File: config.mk
export PLATFORM = sky130hd
export DESIGN_NAME = hep_endpoint
export DESIGN_NICKNAME = d
export VERILOG_FILES = /design/src/core/hep_pkg.sv /design/src/core/hep_bank_ctr.sv /design/src/core/hep_endpoint.sv
export SDC_FILE = /design/constraint.sdc
export NUM_CORES = 1
export LEC_CHECK = 0
export BUFFER_PORTS_ARGS = -buffer_cell sky130_fd_sc_hd__buf_2
export CAP_MARGIN = 20
export CORE_ASPECT_RATIO = 1.1
export CORE_MARGIN = 5
export CORE_UTILIZATION = 27
export CTS_CLUSTER_SIZE = 12
export DETAILED_ROUTE_END_ITERATION = 10
export GPL_ROUTABILITY_DRIVEN = 0
export PLACE_DENSITY_LB_ADDON = 0.25
export SYNTH_ARGS = -nofsm -noshare
export SYNTH_HDL_FRONTEND = slang
export SYNTH_SLANG_ARGS = --single-unit
File: constraint.sdc
create_clock -name ref_clk -period 13 [get_ports ref_clk]
set_input_delay 1.3 -clock ref_clk [delete_from_list [all_inputs] [get_ports ref_clk]]
set_output_delay 1.3 -clock ref_clk [all_outputs]
set_load 0.03 [all_outputs]
File: src/core/hep_pkg.sv
// Constants, register map and types for the endpoint logic block.
// Assumes an APB master on ref_clk and a protocol engine beside it.
package hep_pkg;

  // Register byte offsets.
  localparam logic [7:0] HEP_CFG_OFF  = 8'h00;
  localparam logic [7:0] HEP_CTL_OFF  = 8'h04;
  localparam logic [7:0] HEP_STA_OFF  = 8'h08;
  localparam logic [7:0] HEP_CLR_OFF  = 8'h0C;
  localparam logic [7:0] HEP_DMA_OFF  = 8'h10;
  localparam logic [7:0] HEP_DST_OFF  = 8'h14;
  localparam logic [7:0] HEP_DATA_OFF = 8'h18;

  // Control register bit positions.
  localparam int HEP_C_AUTO  = 0;
  localparam int HEP_C_STALL = 1;
  localparam int HEP_C_ISO   = 2;
  localparam int HEP_C_TOG   = 3;

  // DMA control bit positions.
  localparam int HEP_D_RUN   = 0;
  localparam int HEP_D_TRUNC = 1;
  localparam int HEP_D_BUFIT = 2;
  localparam int HEP_D_SPSTP = 3;
  localparam int HEP_D_SPIT  = 4;

  // Status flag positions (sticky, write one to clear).
  localparam int HEP_S_RXRDY = 0;
  localparam int HEP_S_FLOW  = 1;
  localparam int HEP_S_FLUSH = 2;
  localparam int HEP_S_TRANS = 3;
  localparam int HEP_S_CRC   = 4;
  localparam int HEP_S_OVFL  = 5;
  localparam int HEP_S_STALL = 6;
  localparam int HEP_S_RSTD  = 7;
  localparam int HEP_S_FULL  = 8;
  localparam int HEP_S_BUFD  = 9;
  localparam int HEP_S_TEND  = 10;
  localparam int HEP_S_NUM   = 11;

  // Field sizes and reset values.
  localparam int         HEP_NBANK     = 3;
  localparam logic [1:0] HEP_NTR_RST   = 2'h1;
  localparam logic [1:0] HEP_NBK_RST   = 2'h2;
  localparam logic [10:0] HEP_MAX_RST  = 11'h400;

  // Handshake codes given to the protocol engine.
  typedef enum logic [2:0] {
    HEP_HS_NONE  = 3'b001,
    HEP_HS_ACK   = 3'b010,
    HEP_HS_STALL = 3'b100
  } hep_hs_e;

endpackage
File: src/core/hep_bank_ctr.sv
// Bank occupancy tracker for the OUT endpoint.
// Assumes fill and free pulses on ref_clk from the endpoint core.
`timescale 1ns/100ps
module hep_bank_ctr
  import hep_pkg::*;
(
  input  wire logic       ref_clk,   // Block clock.
  input  wire logic       resetn,    // Synchronous reset, active low.
  input  wire logic [1:0] bank_num,  // Banks allotted.
  input  wire logic       fill,      // A bank was filled.
  input  wire logic       free,      // A bank was emptied.
  output logic      [1:0] busy,      // Occupied bank count.
  output logic      [1:0] cpu_idx,   // Bank the processor reads.
  output logic            full       // Every bank occupied.
);
  typedef struct packed {
    logic [1:0] busy;
    logic [1:0] rd;
  } hep_bk_s;
  hep_bk_s st_reg, st_next;

  // Count up on fill, down on free, rotate the read index on free.
  always_comb begin
    st_next = st_reg;
    if (fill && !free) begin
      st_next.busy = st_reg.busy + 2'h1;
    end else if (free && !fill) begin
      st_next.busy = st_reg.busy - 2'h1;
    end
    if (free) begin
      st_next.rd = (st_reg.rd + 2'h1 >= bank_num) ? 2'h0 : st_reg.rd + 2'h1;
    end
  end

  // State register.
  always_ff @(posedge ref_clk) begin
    if (!resetn) begin
      st_reg <= '0;
    end else begin
      st_reg <= st_next;
    end
  end

  assign busy    = st_reg.busy;
  assign cpu_idx = st_reg.rd;
  assign full    = (st_reg.busy == bank_num);
endmodule // hep_bank_ctr

File: src/core/hep_endpoint.sv
// Endpoint core: status flags, OUT reception, iso IN checks, DMA control.
// Assumes a protocol engine on ref_clk delivering decoded token events.
//
// The APB interface to the registers and the placing of the registers were chosen for this implementation.
`timescale 1ns/100ps
module hep_endpoint
  import hep_pkg::*;
(
  input  wire logic        ref_clk,       // Block clock, 125 MHz.
  input  wire logic        resetn,        // Synchronous reset, active low.
  input  wire logic        psel,          // APB select.
  input  wire logic        penable,       // APB enable.
  input  wire logic        pwrite,        // APB direction.
  input  wire logic [7:0]  paddr,         // APB byte address.
  input  wire logic [31:0] pwdata,        // APB write data.
  output logic      [31:0] prdata,        // APB read data.
  output logic             pready,        // APB ready.
  output logic             pslverr,       // APB error.
  input  wire logic        rx_done,       // OUT packet end pulse.
  input  wire logic [10:0] rx_bytes,      // Received payload length.
  input  wire logic        rx_crc_bad,    // Data CRC failed.
  input  wire logic        rx_late,       // Data came after timeout.
  input  wire logic [1:0]  rx_pid,        // Data PID code of packet.
  input  wire logic        in_token,      // Iso IN token pulse.
  input  wire logic        in_validate,   // Software validated an IN bank.
  input  wire logic        uframe_end,    // Microframe end pulse.
  input  wire logic        bus_rst_end,   // Bus reset finished pulse.
  input  wire logic        bus_hs,        // Reset ended at high speed.
  input  wire logic        dma_byte,      // DMA took one byte.
  output logic [2:0]       out_hs,        // Handshake code for OUT.
  output logic             in_zlp,        // Answer next IN with a ZLP.
  output logic             dma_active,    // DMA channel running.
  output logic             dma_irq,       // DMA event interrupt.
  output logic             data_toggle_reset // Toggle reset pulse.
);

  typedef struct packed {
    logic [31:0]          prdata;
    logic                 pready;
    logic                 pslverr;
    logic [HEP_S_NUM-1:0] sta;
    logic [3:0]           ctl;
    logic [1:0]           ntr;
    logic [1:0]           nbk;
    logic [10:0]          maxsz;
    logic [4:0]           dctl;
    logic [15:0]          dcount;
    logic [10:0]          rxlen;
    logic [10:0]          left;
    logic [1:0]           pid;
    logic                 speed;
    logic [1:0]           tokens;
    logic [1:0]           valid;
    logic                 sent;
    logic [2:0]           hs;
    logic                 zlp;
    logic                 dirq;
    logic                 tog;
    logic [1:0]           used;
    logic                 tpend;
    logic [HEP_NBANK-1:0][10:0] blen;
    logic [HEP_NBANK-1:0][1:0]  bpid;
  } hep_ep_s;
  hep_ep_s st_reg, st_next;

  logic [1:0] busy;
  logic [1:0] cpu_idx;
  logic       full;
  logic       fill;
  logic       free;
  logic       acc;
  logic       wr;
  logic       rd;
  logic [2:0] idx_sum;
  logic [2:0] idx_wrap;
  logic [1:0] wr_idx;
  logic [1:0] nx_idx;

  assign acc = psel && penable;
  assign wr  = acc && pwrite;
  assign rd  = acc && !pwrite;

  // Bank the next packet fills, and the bank that follows the current one.
  assign idx_sum  = {1'b0, cpu_idx} + {1'b0, busy};
  assign idx_wrap = idx_sum - {1'b0, st_reg.nbk};
  assign wr_idx   = (idx_sum >= {1'b0, st_reg.nbk}) ? idx_wrap[1:0] :
                                                      idx_sum[1:0];
  assign nx_idx   = (cpu_idx + 2'h1 >= st_reg.nbk) ? 2'h0 : cpu_idx + 2'h1;

  // A packet fills a bank unless late, dropped or zero length.
  // A stalled packet is refused and takes no bank either.
  assign fill = rx_done && !rx_late && !full && (rx_bytes != 11'h000) &&
                !(st_reg.ctl[HEP_C_STALL] && !st_reg.ctl[HEP_C_ISO]);
  // A bank frees when its last byte leaves through DMA or data reads.
  assign free = (st_reg.left == 11'h001) &&
                (dma_byte || (rd && paddr == HEP_DATA_OFF));

  hep_bank_ctr u_bank (
    .ref_clk (ref_clk),
    .resetn  (resetn),
    .bank_num(st_reg.nbk),
    .fill    (fill),
    .free    (free),
    .busy    (busy),
    .cpu_idx (cpu_idx),
    .full    (full)
  );

  // Next-state logic: bus slave, reception, iso checks, DMA.
  always_comb begin
    logic [HEP_S_NUM-1:0] set;
    logic [HEP_S_NUM-1:0] clr;
    logic [10:0]          len;
    logic                 is_short;
    logic [10:0]          keep;
    set      = '0;
    keep     = 11'h000;
    clr      = '0;
    len      = 11'h000;
    is_short = 1'b0;
    st_next  = st_reg;
    st_next.tog = 1'b0;
    st_next.hs  = HEP_HS_NONE;

    // APB slave answers in the access cycle with zero wait states.
    st_next.pready  = psel && !penable;
    st_next.pslverr = 1'b0;
    st_next.prdata  = 32'h0000_0000;
    if (psel && !penable && !pwrite) begin
      if (paddr == HEP_CFG_OFF) begin
        st_next.prdata = {7'h00, st_reg.maxsz, 10'h000,
                          st_reg.nbk, st_reg.ntr};
      end else if (paddr == HEP_CTL_OFF) begin
        st_next.prdata = {28'h0000000, st_reg.ctl};
      end else if (paddr == HEP_STA_OFF) begin
        st_next.prdata = {1'b0, st_reg.speed, st_reg.pid, cpu_idx, busy,
                          st_reg.rxlen, 2'h0, st_reg.sta};
      end else if (paddr == HEP_DMA_OFF) begin
        st_next.prdata = {11'h000, st_reg.dcount, st_reg.dctl};
      end else if (paddr == HEP_DST_OFF) begin
        st_next.prdata = {16'h0000, st_reg.dcount};
      end else if (paddr != HEP_DATA_OFF && paddr != HEP_CLR_OFF) begin
        st_next.pslverr = 1'b1;
      end
    end else if (psel && !penable) begin
      if (paddr > HEP_DATA_OFF || paddr[1:0] != 2'h0) begin
        st_next.pslverr = 1'b1;
      end
    end
    if (wr) begin
      if (paddr == HEP_CFG_OFF) begin
        st_next.ntr   = pwdata[1:0];
        st_next.nbk   = pwdata[3:2];
        st_next.maxsz = pwdata[24:14];
      end else if (paddr == HEP_CTL_OFF) begin
        st_next.ctl = pwdata[3:0];
        // Software resets the toggle after the stall was sent.
        st_next.tog = pwdata[HEP_C_TOG];
      end else if (paddr == HEP_CLR_OFF) begin
        clr = pwdata[HEP_S_NUM-1:0];
      end else if (paddr == HEP_DMA_OFF) begin
        st_next.dctl   = pwdata[4:0];
        st_next.dcount = pwdata[20:5];
      end
    end

    // Byte consumption from the current bank.
    if (dma_byte || (rd && paddr == HEP_DATA_OFF)) begin
      if (st_reg.left != 11'h000) begin
        st_next.left = st_reg.left - 11'h001;
      end
    end
    // The next busy bank becomes current once the current one frees.
    if (free && busy > 2'h1) begin
      st_next.left = st_reg.blen[nx_idx];
      st_next.pid  = st_reg.bpid[nx_idx];
    end
    // Transfer end is reported once DMA has emptied the short packet.
    if (free && dma_byte && st_reg.tpend) begin
      set[HEP_S_TEND] = 1'b1;
      st_next.tpend   = 1'b0;
    end

    // DMA count down, buffer end and stop.
    if (dma_byte && st_reg.dctl[HEP_D_RUN] && st_reg.dcount != 16'h0000) begin
      st_next.dcount = st_reg.dcount - 16'h0001;
      if (st_reg.dcount == 16'h0001) begin
        st_next.dctl[HEP_D_RUN] = 1'b0;
        if (st_reg.dctl[HEP_D_BUFIT]) begin
          set[HEP_S_BUFD] = 1'b1;
        end
      end
    end

    // OUT packet reception.
    if (rx_done && !rx_late) begin
      len = (rx_bytes > st_reg.maxsz) ? st_reg.maxsz : rx_bytes;
      is_short = (rx_bytes < st_reg.maxsz);
      if (st_reg.ctl[HEP_C_STALL] && !st_reg.ctl[HEP_C_ISO]) begin
        st_next.hs = HEP_HS_STALL;
        set[HEP_S_STALL] = 1'b1;
      end else if (full) begin
        if (st_reg.ctl[HEP_C_ISO]) begin
          set[HEP_S_FLOW] = 1'b1;
        end
      end else begin
        st_next.hs    = st_reg.ctl[HEP_C_ISO] ? HEP_HS_NONE : HEP_HS_ACK;
        st_next.rxlen = len;
        keep = len;
        if (!is_short && st_reg.dctl[HEP_D_TRUNC] &&
            st_reg.dcount < {5'h00, len}) begin
          keep = st_reg.dcount[10:0];
        end
        // Each bank keeps its own length and data PID.
        if (fill) begin
          st_next.blen[wr_idx] = keep;
          st_next.bpid[wr_idx] = rx_pid;
        end
        if (busy == 2'h0 || (free && busy == 2'h1)) begin
          st_next.left = keep;
          st_next.pid  = rx_pid;
        end
        // Zero-length with auto commit leaves no visible ready flag.
        if (!(rx_bytes == 11'h000 && st_reg.ctl[HEP_C_AUTO])) begin
          set[HEP_S_RXRDY] = 1'b1;
        end
        if (st_reg.ctl[HEP_C_ISO] && rx_crc_bad) begin
          set[HEP_S_CRC] = 1'b1;
        end
        if (st_reg.ctl[HEP_C_ISO] && rx_bytes > st_reg.maxsz) begin
          set[HEP_S_OVFL] = 1'b1;
        end
        if (is_short && st_reg.dctl[HEP_D_RUN]) begin
          if (st_reg.dctl[HEP_D_SPSTP]) begin
            st_next.dctl[HEP_D_RUN] = 1'b0;
          end
          if (st_reg.dctl[HEP_D_SPIT] && len == 11'h000) begin
            set[HEP_S_TEND] = 1'b1;
          end else if (st_reg.dctl[HEP_D_SPIT]) begin
            st_next.tpend = 1'b1;
          end
        end
      end
    end
    if (fill && busy + 2'h1 == st_reg.nbk) begin
      set[HEP_S_FULL] = 1'b1;
    end

    // Isochronous IN per-microframe accounting.
    if (in_validate && st_reg.valid != 2'h3) begin
      st_next.valid = st_reg.valid + 2'h1;
    end
    if (in_token) begin
      st_next.tokens = st_reg.tokens + 2'h1;
      if (st_reg.valid == st_reg.used) begin
        set[HEP_S_FLOW] = 1'b1;
      end else begin
        st_next.used = st_reg.used + 2'h1;
        st_next.sent = 1'b1;
      end
    end
    // A ZLP is due while no validated bank waits to be sent.
    st_next.zlp = (st_next.valid == st_next.used);
    if (uframe_end) begin
      if (st_reg.sent && st_reg.tokens < st_reg.valid &&
          st_reg.tokens < st_reg.ntr) begin
        set[HEP_S_FLUSH] = 1'b1;
      end
      if (st_reg.sent && st_reg.tokens < st_reg.ntr &&
          st_reg.valid < st_reg.ntr) begin
        set[HEP_S_TRANS] = 1'b1;
      end
      st_next.tokens = 2'h0;
      st_next.valid  = 2'h0;
      st_next.used   = 2'h0;
      st_next.sent   = 1'b0;
      st_next.zlp    = 1'b1;
    end

    // Bus reset end and speed report.
    if (bus_rst_end) begin
      set[HEP_S_RSTD] = 1'b1;
      st_next.speed   = bus_hs;
    end

    // Sticky flags: a set in the same cycle wins over a clear.
    st_next.sta  = (st_reg.sta & ~clr) | set;
    st_next.dirq = st_next.sta[HEP_S_BUFD] | st_next.sta[HEP_S_TEND];
    st_next.sta  = st_next.sta;
  end

  // State register.
  always_ff @(posedge ref_clk) begin
    if (!resetn) begin
      st_reg       <= '0;
      st_reg.ntr   <= HEP_NTR_RST;
      st_reg.nbk   <= HEP_NBK_RST;
      st_reg.maxsz <= HEP_MAX_RST;
      st_reg.hs    <= HEP_HS_NONE;
      st_reg.zlp   <= 1'b1;
    end else begin
      st_reg <= st_next;
    end
  end

  assign prdata            = st_reg.prdata;
  assign pready            = st_reg.pready;
  assign pslverr           = st_reg.pslverr;
  assign out_hs            = st_reg.hs;
  assign in_zlp            = st_reg.zlp;
  assign dma_active        = st_reg.dctl[HEP_D_RUN];
  assign dma_irq           = st_reg.dirq;
  assign data_toggle_reset = st_reg.tog;
endmodule // hep_endpoint

* After elaboration in Yosys (flattened, before gate mapping)
Cells that the tools add are included.
** Word-level totals
- Output and inout port bits :: 41
- Bits in registers :: 167
- Bits in latches :: 0
- Memory bits (read-only) :: 0
- Memories :: 0
- Memory bits (writable) :: 0
** Operators by class
- Multiply operators :: 0
- Order comparisons :: 13
- Divide/modulo/power cells :: 0
- Shifts and indexed selects :: 0
- Reductions and logical operators :: 73
- Multiplexer cells :: 98
- Bitwise gates (word level) :: 14
- $add $sub $neg :: 10
- Eq/ne operators :: 19
** Operator list (count)
- 11-bit two-way mux :: 13
- 40-bit two-way mux :: 3
- 17-bit two-way mux :: 6
- 13-bit two-way mux :: 5
- 25-bit two-way mux :: 2
- 1-bit two-way mux :: 41
- 39-bit two-way mux :: 1
- 1-bit logical AND :: 35
- 33-bit bitwise mux :: 1
- 2-bit two-way mux :: 16
- 31-bit two-way mux :: 1
- 8-bit by 5-bit equality test with 1-bit output (second input constant) :: 3
- 11-bit binary-select mux with 2-bit select :: 1
- 11-bit demux with 2-bit select :: 1
- 11-bit zero test :: 2
- 11-bit nonzero test :: 2
- 21-bit two-way mux :: 1
- 16-bit by 1-bit equality test with 1-bit output (second input constant) :: 1
- 8-bit by 4-bit equality test with 1-bit output (second input constant) :: 2
- 16-bit by 11-bit less-than comparator with 1-bit output :: 1
- 16-bit two-way mux :: 1
- 16-bit nonzero test :: 1
- 16-bit by 1-bit subtractor with 16-bit output (second input constant) :: 1
- 4-bit OR reduction :: 3
- 43 further kinds :: 83

* Logic depth before layout (Yosys ltp)
Gate-level depths: netlist of the first run.
- Depth after elaboration :: 15
- Depth in mapped cells :: 18
- Depth with buffers taken out :: 17

* Modules after synthesis
A second synthesis of the first run with hierarchy kept.
** Unflattened totals
- Cells, all modules :: 1064
- Area, all modules :: 9036.2 sq um
** Modules (own cells, without submodules)
- hep_endpoint :: cells each 1036, times used 1, sequential area each 3243.1 sq um, area each 8765.9 sq um
- hep_bank_ctr :: cells each 28, times used 1, sequential area each 80.1 sq um, area each 270.3 sq um

* Least setup slack after synthesis of the first run
Ideal clock, no wire load.
- Path type :: input port to flip-flop
- From :: in rx_bytes[4]
- To :: reg (tool-made name)
- Setup slack :: 8000 ps
- Stages :: 16
- Path buffers :: 1
- Data arrival time :: 4866 ps
- Setup time :: 134 ps
- Required time :: 12866 ps
- Cell sequence :: ha_1 > a41oi_1 > o21ai_0 > a211oi_2 > nor2_1 > buf_2 > mux2i_1 > ha_1 > a21o_1 > a21o_1 > a2111oi_0 > nand3b_1 > a31oi_4 > nor2_2 > o22ai_1 > o22ai_1
** RTL lines
- from (decl) :: RTL line hep_endpoint.sv:20 : input wire logic [10:0] rx_bytes,

==> out/metrics.cfg, run 1 <==
[outcome]
run_status=finished clean

[worst_setup_path]
crit_path_top_delay_cell=a211oi_2
worst_setup_path_end_kind=register
timing.critical_path.arrival_ps=6200
crit_path_max_incr_delay_ps=690
timing.critical_path.required_ps=13300
cp_max_fanout=12
timing.critical_path.from_type=input pin
critical_path_buf_inv_count=2
worst_path_dominant_cell_family=compound AO/OA/AOI/OAI gates
worstPathCellList=buf_2 > ha_1 > a41oi_1 > o21ai_0 > a211oi_2 > nor2_1 > buf_4 > mux2i_1 > ha_1 > a21oi_1 > nor2b_1 > a2111oi_0 > nand3b_1 > a31oi_4 > nor2_2 > o22ai_1 > o22ai_1
critical_path_class=input pin to register

[detailed_routing]
totalWireLength_um=27600
drt-wirelength-per-cell_um=18.6
post-route-drc-count=0
number_of_vias_per_cell_after_detailed_routing=5.05
postRouteAntennaNets=0
initialDrtViolationCount=492
route.vias.total=7491
drt_pass1_iterations=6

[yosys]
synthFlopType=dfxtp_1
syn_nets=1114
synth.yosys.seq_area_share=0.391
synth_adder_area_share=0.0568
synthArstFlopShare=0
distinct_cell_type_count_after_synthesis=74
postSynthRegisterBits=166
synthSimpleGateAreaFrac=0.197
synth_cells=1009
synth.mux.area_fraction=0.0468
netlist_area_um2=8500
synthesis.area_per_instance_um2=8.43
combinational_family_with_the_most_area_after_synthesis=compound AO/OA/AOI/OAI gates
post_synthesis_compound_gate_area_fraction=0.212
post_synth_xor_area_fraction=0.0227
synth_enable_flop_cells=0
yosysWarnings=0

[sta]
timing.final.crit_share=0.454
slew_viol_final=0
relSlewSlack=0.286
setup_slack_ps=7100
finalSetupViolations=0
timing_worst_slew_pin_value_ps=1060
skew_ps=12.4
post-route-min-period_ps=5900
max_clock_freq_mhz=170
rsz_0062_raised_after_global_routing=no
totalNegativeSetupSlack_ps=0
final_hold_viol_count=0

[floorplanning]
initial_core_util=0.272
placeableCoreArea_um2=31200
ios=108
die_width_um=179
rows=68
fp.dieArea_um2=35100
die-height_um=196

[cts]
post-cts-setup-buffer-count=0
tritoncts.num_buffers=17
cts-htree-levels=4
ctsRootBufferMaster=clkbuf_16
cts.hold.buffers_added=0
cts.reportedPaths.clkPinSlew_ps=80
clk_path_buf_depth=2
clk_latency_ps=440
cts_resized=0
cts_tree=built
cts_num_sinks=166

[layout]
seqCellArea_um2=3320
numnets_final=1155
layout.filler_cells=3327
antenna_cells=0
layoutNonFillerInstCount=1483
growth_of_design_area_from_synthesis_to_finish_pct=14.8
drive_above_1_share=0.183
multi_input_comb_area_um2=4560

[power]
irDropWorstVdd_uv=104
leakage_nw=3.81
p_per_area_nw_per_um2=142

[placement]
number_of_cells_in_the_design_after_placement=1451
io_buffer_count=99
dpl_worst_slack_ps=6670
dpl_hpwl_um=20100

[global_routing]
grt_pass1_wl_um=42300
grt_max_degree=71
track_usage=0.155
vias_in_the_first_global_route=7255
grt_antenna_before_repair=0
global_route.overflow_total=0

[hold_path]
hold_class=register to register

[flow_run]
drv_cap=0

[layout by cell type (no fill, tap or decap), drive strengths merged, types with 8 or more instances in the layout]
| master | Yosys | routed |
|---|---|---|
| nand2b | 15 | 15 |
| mux2 | 14 | 14 |
| nor3 | 19 | 19 |
| dfxtp | 166 | 166 |
| nor2 | 91 | 91 |
| nand2 | 145 | 145 |
| o21ai | 37 | 37 |
| ha | 37 | 37 |
| inv | 34 | 40 |
| mux2i | 24 | 24 |
| nor4 | 15 | 15 |
| xor2 | 11 | 11 |
| nand3 | 20 | 20 |
| a31oi | 8 | 8 |
| xnor2 | 11 | 11 |
| buf | 49 | 112 |
| a211oi | 18 | 18 |
| clkbuf | 41 | 18 |
| a21oi | 72 | 72 |
| o22ai | 38 | 38 |
| a22oi | 28 | 28 |
| a221oi | 8 | 8 |
[worst reg2reg max path: cells and delay by family, from the launching register on]
| kind | cells | cell delay [ps] |
|---|---|---|
| compound gates | 8 | 2560 |
| fa+ha+maj | 2 | 670 |
| buf+inv | 2 | 360 |
| flops | 1 | 430 |
| mux | 1 | 510 |
| simple gates | 4 | 730 |
[Yosys cell counts, types with 3 or more instances]
library cell,n,area share
a211oi_1,16,0.014
a21o_1,6,0.0053
a21oi_1,70,0.041
a221oi_1,3,0.0031
a221oi_2,5,0.0088
a222oi_1,5,0.0059
a22o_1,6,0.0062
a22oi_1,28,0.025
a31o_2,3,0.0031
a31oi_1,7,0.0052
and2_1,6,0.0044
and3_1,6,0.0044
buf_2,10,0.0059
buf_4,36,0.032
clkbuf_1,41,0.018
dfxtp_1,166,0.39
ha_1,37,0.054
inv_1,33,0.015
mux2_2,14,0.019
mux2i_1,24,0.028
nand2_1,145,0.064
nand2b_1,15,0.011
nand3_1,20,0.012
nand3b_1,3,0.0026
nand4_1,6,0.0044
nand4b_1,4,0.0041
nor2_1,85,0.038
nor2_2,6,0.0044
nor2b_1,6,0.0044
nor3_1,15,0.0088
nor3b_1,4,0.0035
nor4_1,14,0.010
o211ai_1,4,0.0035
o21ai_0,35,0.021
o22ai_1,38,0.028
o311ai_0,4,0.0041
o31ai_1,6,0.0053
o32ai_1,5,0.0052
or2_2,3,0.0022
or3_1,4,0.0029
or4_1,3,0.0026
xnor2_1,11,0.011
xor2_1,11,0.011
[stage by stage]
step,hold WS (ps),util,cell area [µm²],power [W]
after floorplan,425,-,8500,0.000780
after global placement,442,0.293,9130,0.000851
after detailed placement,448,0.293,9130,0.000854
after CTS,462,0.313,9760,0.00141
after global routing,469,0.313,9760,0.00146
final,460,0.313,9760,0.00139
[final cells by class]
cell class / instances / area share
sequential: 166 / 0.340
timing repair buffer: 112 / 0.0607
clock inverter: 14 / 0.0195
inverter: 35 / 0.0135
multi-input combinational: 718 / 0.467
clock buffer: 18 / 0.0450
tap: 420 / 0.0538
[final timing paths]
check,startpoint,end,slack (ps),depth (start not counted)
max reg2reg,st_reg[104]$_SDFFE_PN0P_,register,7600,17
min reg2reg,st_reg[53]$_SDFFE_PN0P_,prdata[30]$_SDFF_PP0_,460,1
max,rx_bytes[5],register,7100,17
min,st_reg[53]$_SDFFE_PN0P_,prdata[30]$_SDFF_PP0_,460,1
[routing by layer]
layer | wire length (µm) | share of wire | up-vias | global-route usage
li1 | - | - | 3673 | -
met1 | 12700 | 0.46 | 3595 | 0.206
met2 | 13100 | 0.48 | 196 | 0.257
met3 | 1220 | 0.044 | 27 | 0.0274
met4 | 503 | 0.018 | 0 | 0.0485
met5 | 0 | 0 | - | 0
[cell families (layout without fill, tap and decap cells)]
| kind of cell | count (synthesis) | count (layout) |
|---|---|---|
| other | 1 | 1 |
| flip-flops | 166 | 166 |
| multiplexers | 38 | 38 |
| AO/OA/AOI/OAI | 265 | 265 |
| buffers and inverters | 125 | 179 |
| adder cells (fa/ha/maj) | 38 | 38 |
| AND/OR/NAND/NOR | 354 | 354 |
| XOR/XNOR | 22 | 22 |
[report_power, final]
part	switching [W]	total, W	internal, W
clock network	0.000233	0.000546	0.000313
logic	0.000163	0.000269	0.000107
registers	0.0000317	0.000575	0.000544
total	0.000428	0.00139	0.000964
Power figures use the tool's default switching activity.
==> run 2: changes to the inputs <==
clock period = 5.15 ns   (was 13 ns; I/O delays follow)
==> out/metrics.cfg, run 2 (synthesized netlist as in run 1, its figures left out) <==
[floorplanning]
die-height_um=196  ; unchanged
ios=108  ; unchanged
rows=68  ; unchanged
die_width_um=179  ; unchanged
placeableCoreArea_um2=31200  ; unchanged
fp.dieArea_um2=35100  ; unchanged
initial_core_util=0.272  ; unchanged

[layout]
post-route-util=0.314  ; was 0.313
growth_of_design_area_from_synthesis_to_finish_pct=15.5  ; was 14.8%
antenna_cells=0  ; unchanged
top_library_cells_by_usage_in_the_layout_fill_and_taps_aside=dfxtp_1, nand2_1, buf_2  ; unchanged
numnets_final=1169  ; was 1155
drive_above_1_share=0.191  ; was 0.183
layout.cells.most_common=dfxtp_1  ; unchanged

[cts]
post-cts-setup-buffer-count=0  ; unchanged
cts_num_sinks=166  ; unchanged
cts.reportedPaths.clkPinSlew_ps=70  ; was 80 ps
cts-htree-levels=4  ; unchanged
ctsRootBufferMaster=clkbuf_16  ; unchanged
tritoncts.num_buffers=17  ; unchanged
cts_resized=0  ; unchanged
cts_tree=built  ; unchanged
cts.hold.buffers_added=0  ; unchanged
clk_latency_ps=440  ; about the same
clk_path_buf_depth=2  ; unchanged

[power]
total_power_w=0.00344  ; was 0.00139 W
p_per_area_nw_per_um2=350  ; was 142 nW/µm²
leakage_nw=3.86  ; was 3.81 nW
seq_power_share=0.420  ; was 0.414
combPwrFrac=0.205  ; was 0.194
total_switching_power_w=0.00109  ; was 0.000428 W
power_frac_clock=0.375  ; was 0.393
irDropWorstVdd_uv=240  ; was 104 µV
internal-power_w=0.00235  ; was 0.000964 W
power_switching_share=0.317  ; was 0.307

[worst_setup_path]
critical_path_class=register to register  ; was input pin to register
timing.critical_path.from_type=register  ; was input pin
r2r.worst_path.cells=18  ; was 17
r2r_start=st_reg[106]$_SDFFE_PN0P_  ; was st_reg[104]$_SDFFE_PN0P_
worst_setup_path_end_kind=register  ; unchanged
timing.critical_path.arrival_ps=4850  ; was 6200 ps
cp-startpoint=st_reg[106]$_SDFFE_PN0P_  ; was rx_bytes[5]
timing.critical_path.required_ps=5450  ; was 13300 ps
cp_max_fanout=10  ; was 12
ff2ff_setup_slack_ps=600  ; was 7600 ps

[sta]
skew_ps=18.6  ; was 12.4 ps
rsz_0062_raised_after_global_routing=no  ; unchanged
finalSetupViolations=0  ; unchanged
timing.final.crit_share=0.884
max_clock_freq_mhz=220
relSlewSlack=0.283  ; was 0.286
final_hold_viol_count=0  ; unchanged
slew_viol_final=0  ; unchanged
timing_worst_slew_pin_value_ps=1070  ; was 1060 ps
totalNegativeSetupSlack_ps=0  ; unchanged
post-route-min-period_ps=4550

[placement]
dpl_hpwl_um=20400  ; was 20100 µm
io_buffer_count=99  ; unchanged

[global_routing]
grt_max_degree=56  ; was 71
grt_pass1_wl_um=43600  ; was 42300 µm
track_usage=0.160  ; was 0.155
global_route.overflow_total=0  ; unchanged
vias_in_the_first_global_route=7494  ; was 7255
grt_antenna_before_repair=0  ; unchanged

[hold_path]
hold_class=input pin to register  ; was register to register

[detailed_routing]
post-route-drc-count=0  ; unchanged
postRouteAntennaNets=0  ; unchanged
drt-wirelength-per-cell_um=18.8  ; was 18.6 µm
number_of_vias_per_cell_after_detailed_routing=5.04  ; was 5.05
totalWireLength_um=28200  ; was 27600 µm
drt_pass1_iterations=5  ; was 6
initialDrtViolationCount=540  ; was 492
route.vias.total=7547  ; was 7491

[flow_run]
drv_cap=0  ; unchanged

[outcome]
run_status=finished clean  ; unchanged

-- run 2: metal layers --
| layer | share of wire | global-route usage |
|---|---|---|
| met5 | 0 | 0 |
| met4 | 0.030 | 0.0576 |
| met3 | 0.046 | 0.0289 |
| met2 | 0.48 | 0.265 |
| met1 | 0.45 | 0.209 |
-- run 2: worst min-delay path by stage --
stage | start | to | slack [ps] | cells past startpoint
after floorplan | st_reg[125]$_SDFF_PN0_ | prdata[7]$_SDFF_PP0_ | 430 | 2
after global placement | st_reg[39]$_SDFF_PN0_ | st_reg[39]$_SDFF_PN0_ | 440 | 2
after detailed placement | st_reg[39]$_SDFF_PN0_ | st_reg[39]$_SDFF_PN0_ | 460 | 2
after CTS | pwdata[21] | st_reg[106]$_SDFFE_PN0P_ | 290 | 3
after global routing | pwdata[21] | st_reg[106]$_SDFFE_PN0P_ | 310 | 3
final | pwdata[22] | st_reg[107]$_SDFFE_PN0P_ | 310 | 3
-- run 2: critical path, cell delays in order, from the launching register on --
cell and delay [ps]:
dfxtp_1 450, inv_1 70, ha_1 270, nand4_1 160, a211oi_2 260, a211oi_2 60, nor2_1 340, buf_4 270
mux2i_1 230, buf_4 150, ha_1 230, a21oi_1 160, nor2b_1 60, a2111oi_0 420, nand3b_1 230, a31oi_4 220
nor2_2 130, o22ai_1 510, o22ai_1 150
-- run 2: cell type report --
cell class              instances  area, µm²
clock inverters                12        133
clock buffers                  20        447
flip-flops and latches        166       3320
well taps                     420        526
repair buffers                126        698
fillers                      3339      21400
multi-input cells             718       4560
inverters                      35        131
-- run 2: stage by stage --
stage | instances | hold slack [ps] | cell area [µm²] | worst slack (ps)
global placement | 1465 | 445 | 9240 | 566
CTS | 1497 | 291 | 9820 | 676
floorplan | 1009 | 425 | 8500 | 935
global route | 1497 | 306 | 9820 | 304
detailed placement | 1465 | 455 | 9240 | 557
finish | 1497 | 315 | 9820 | 597
-- run 2: power by group through the flow --
| stage | clock network, W | logic, W | registers, W |
|---|---|---|---|
| after global routing | 0.00138 | 0.000787 | 0.00146 |
| after global placement | 0 | 0.000692 | 0.00147 |
| after CTS | 0.00132 | 0.000705 | 0.00144 |
| after floorplan | 0 | 0.000512 | 0.00146 |
| after detailed placement | 0 | 0.000701 | 0.00147 |
| final | 0.00129 | 0.000704 | 0.00144 |
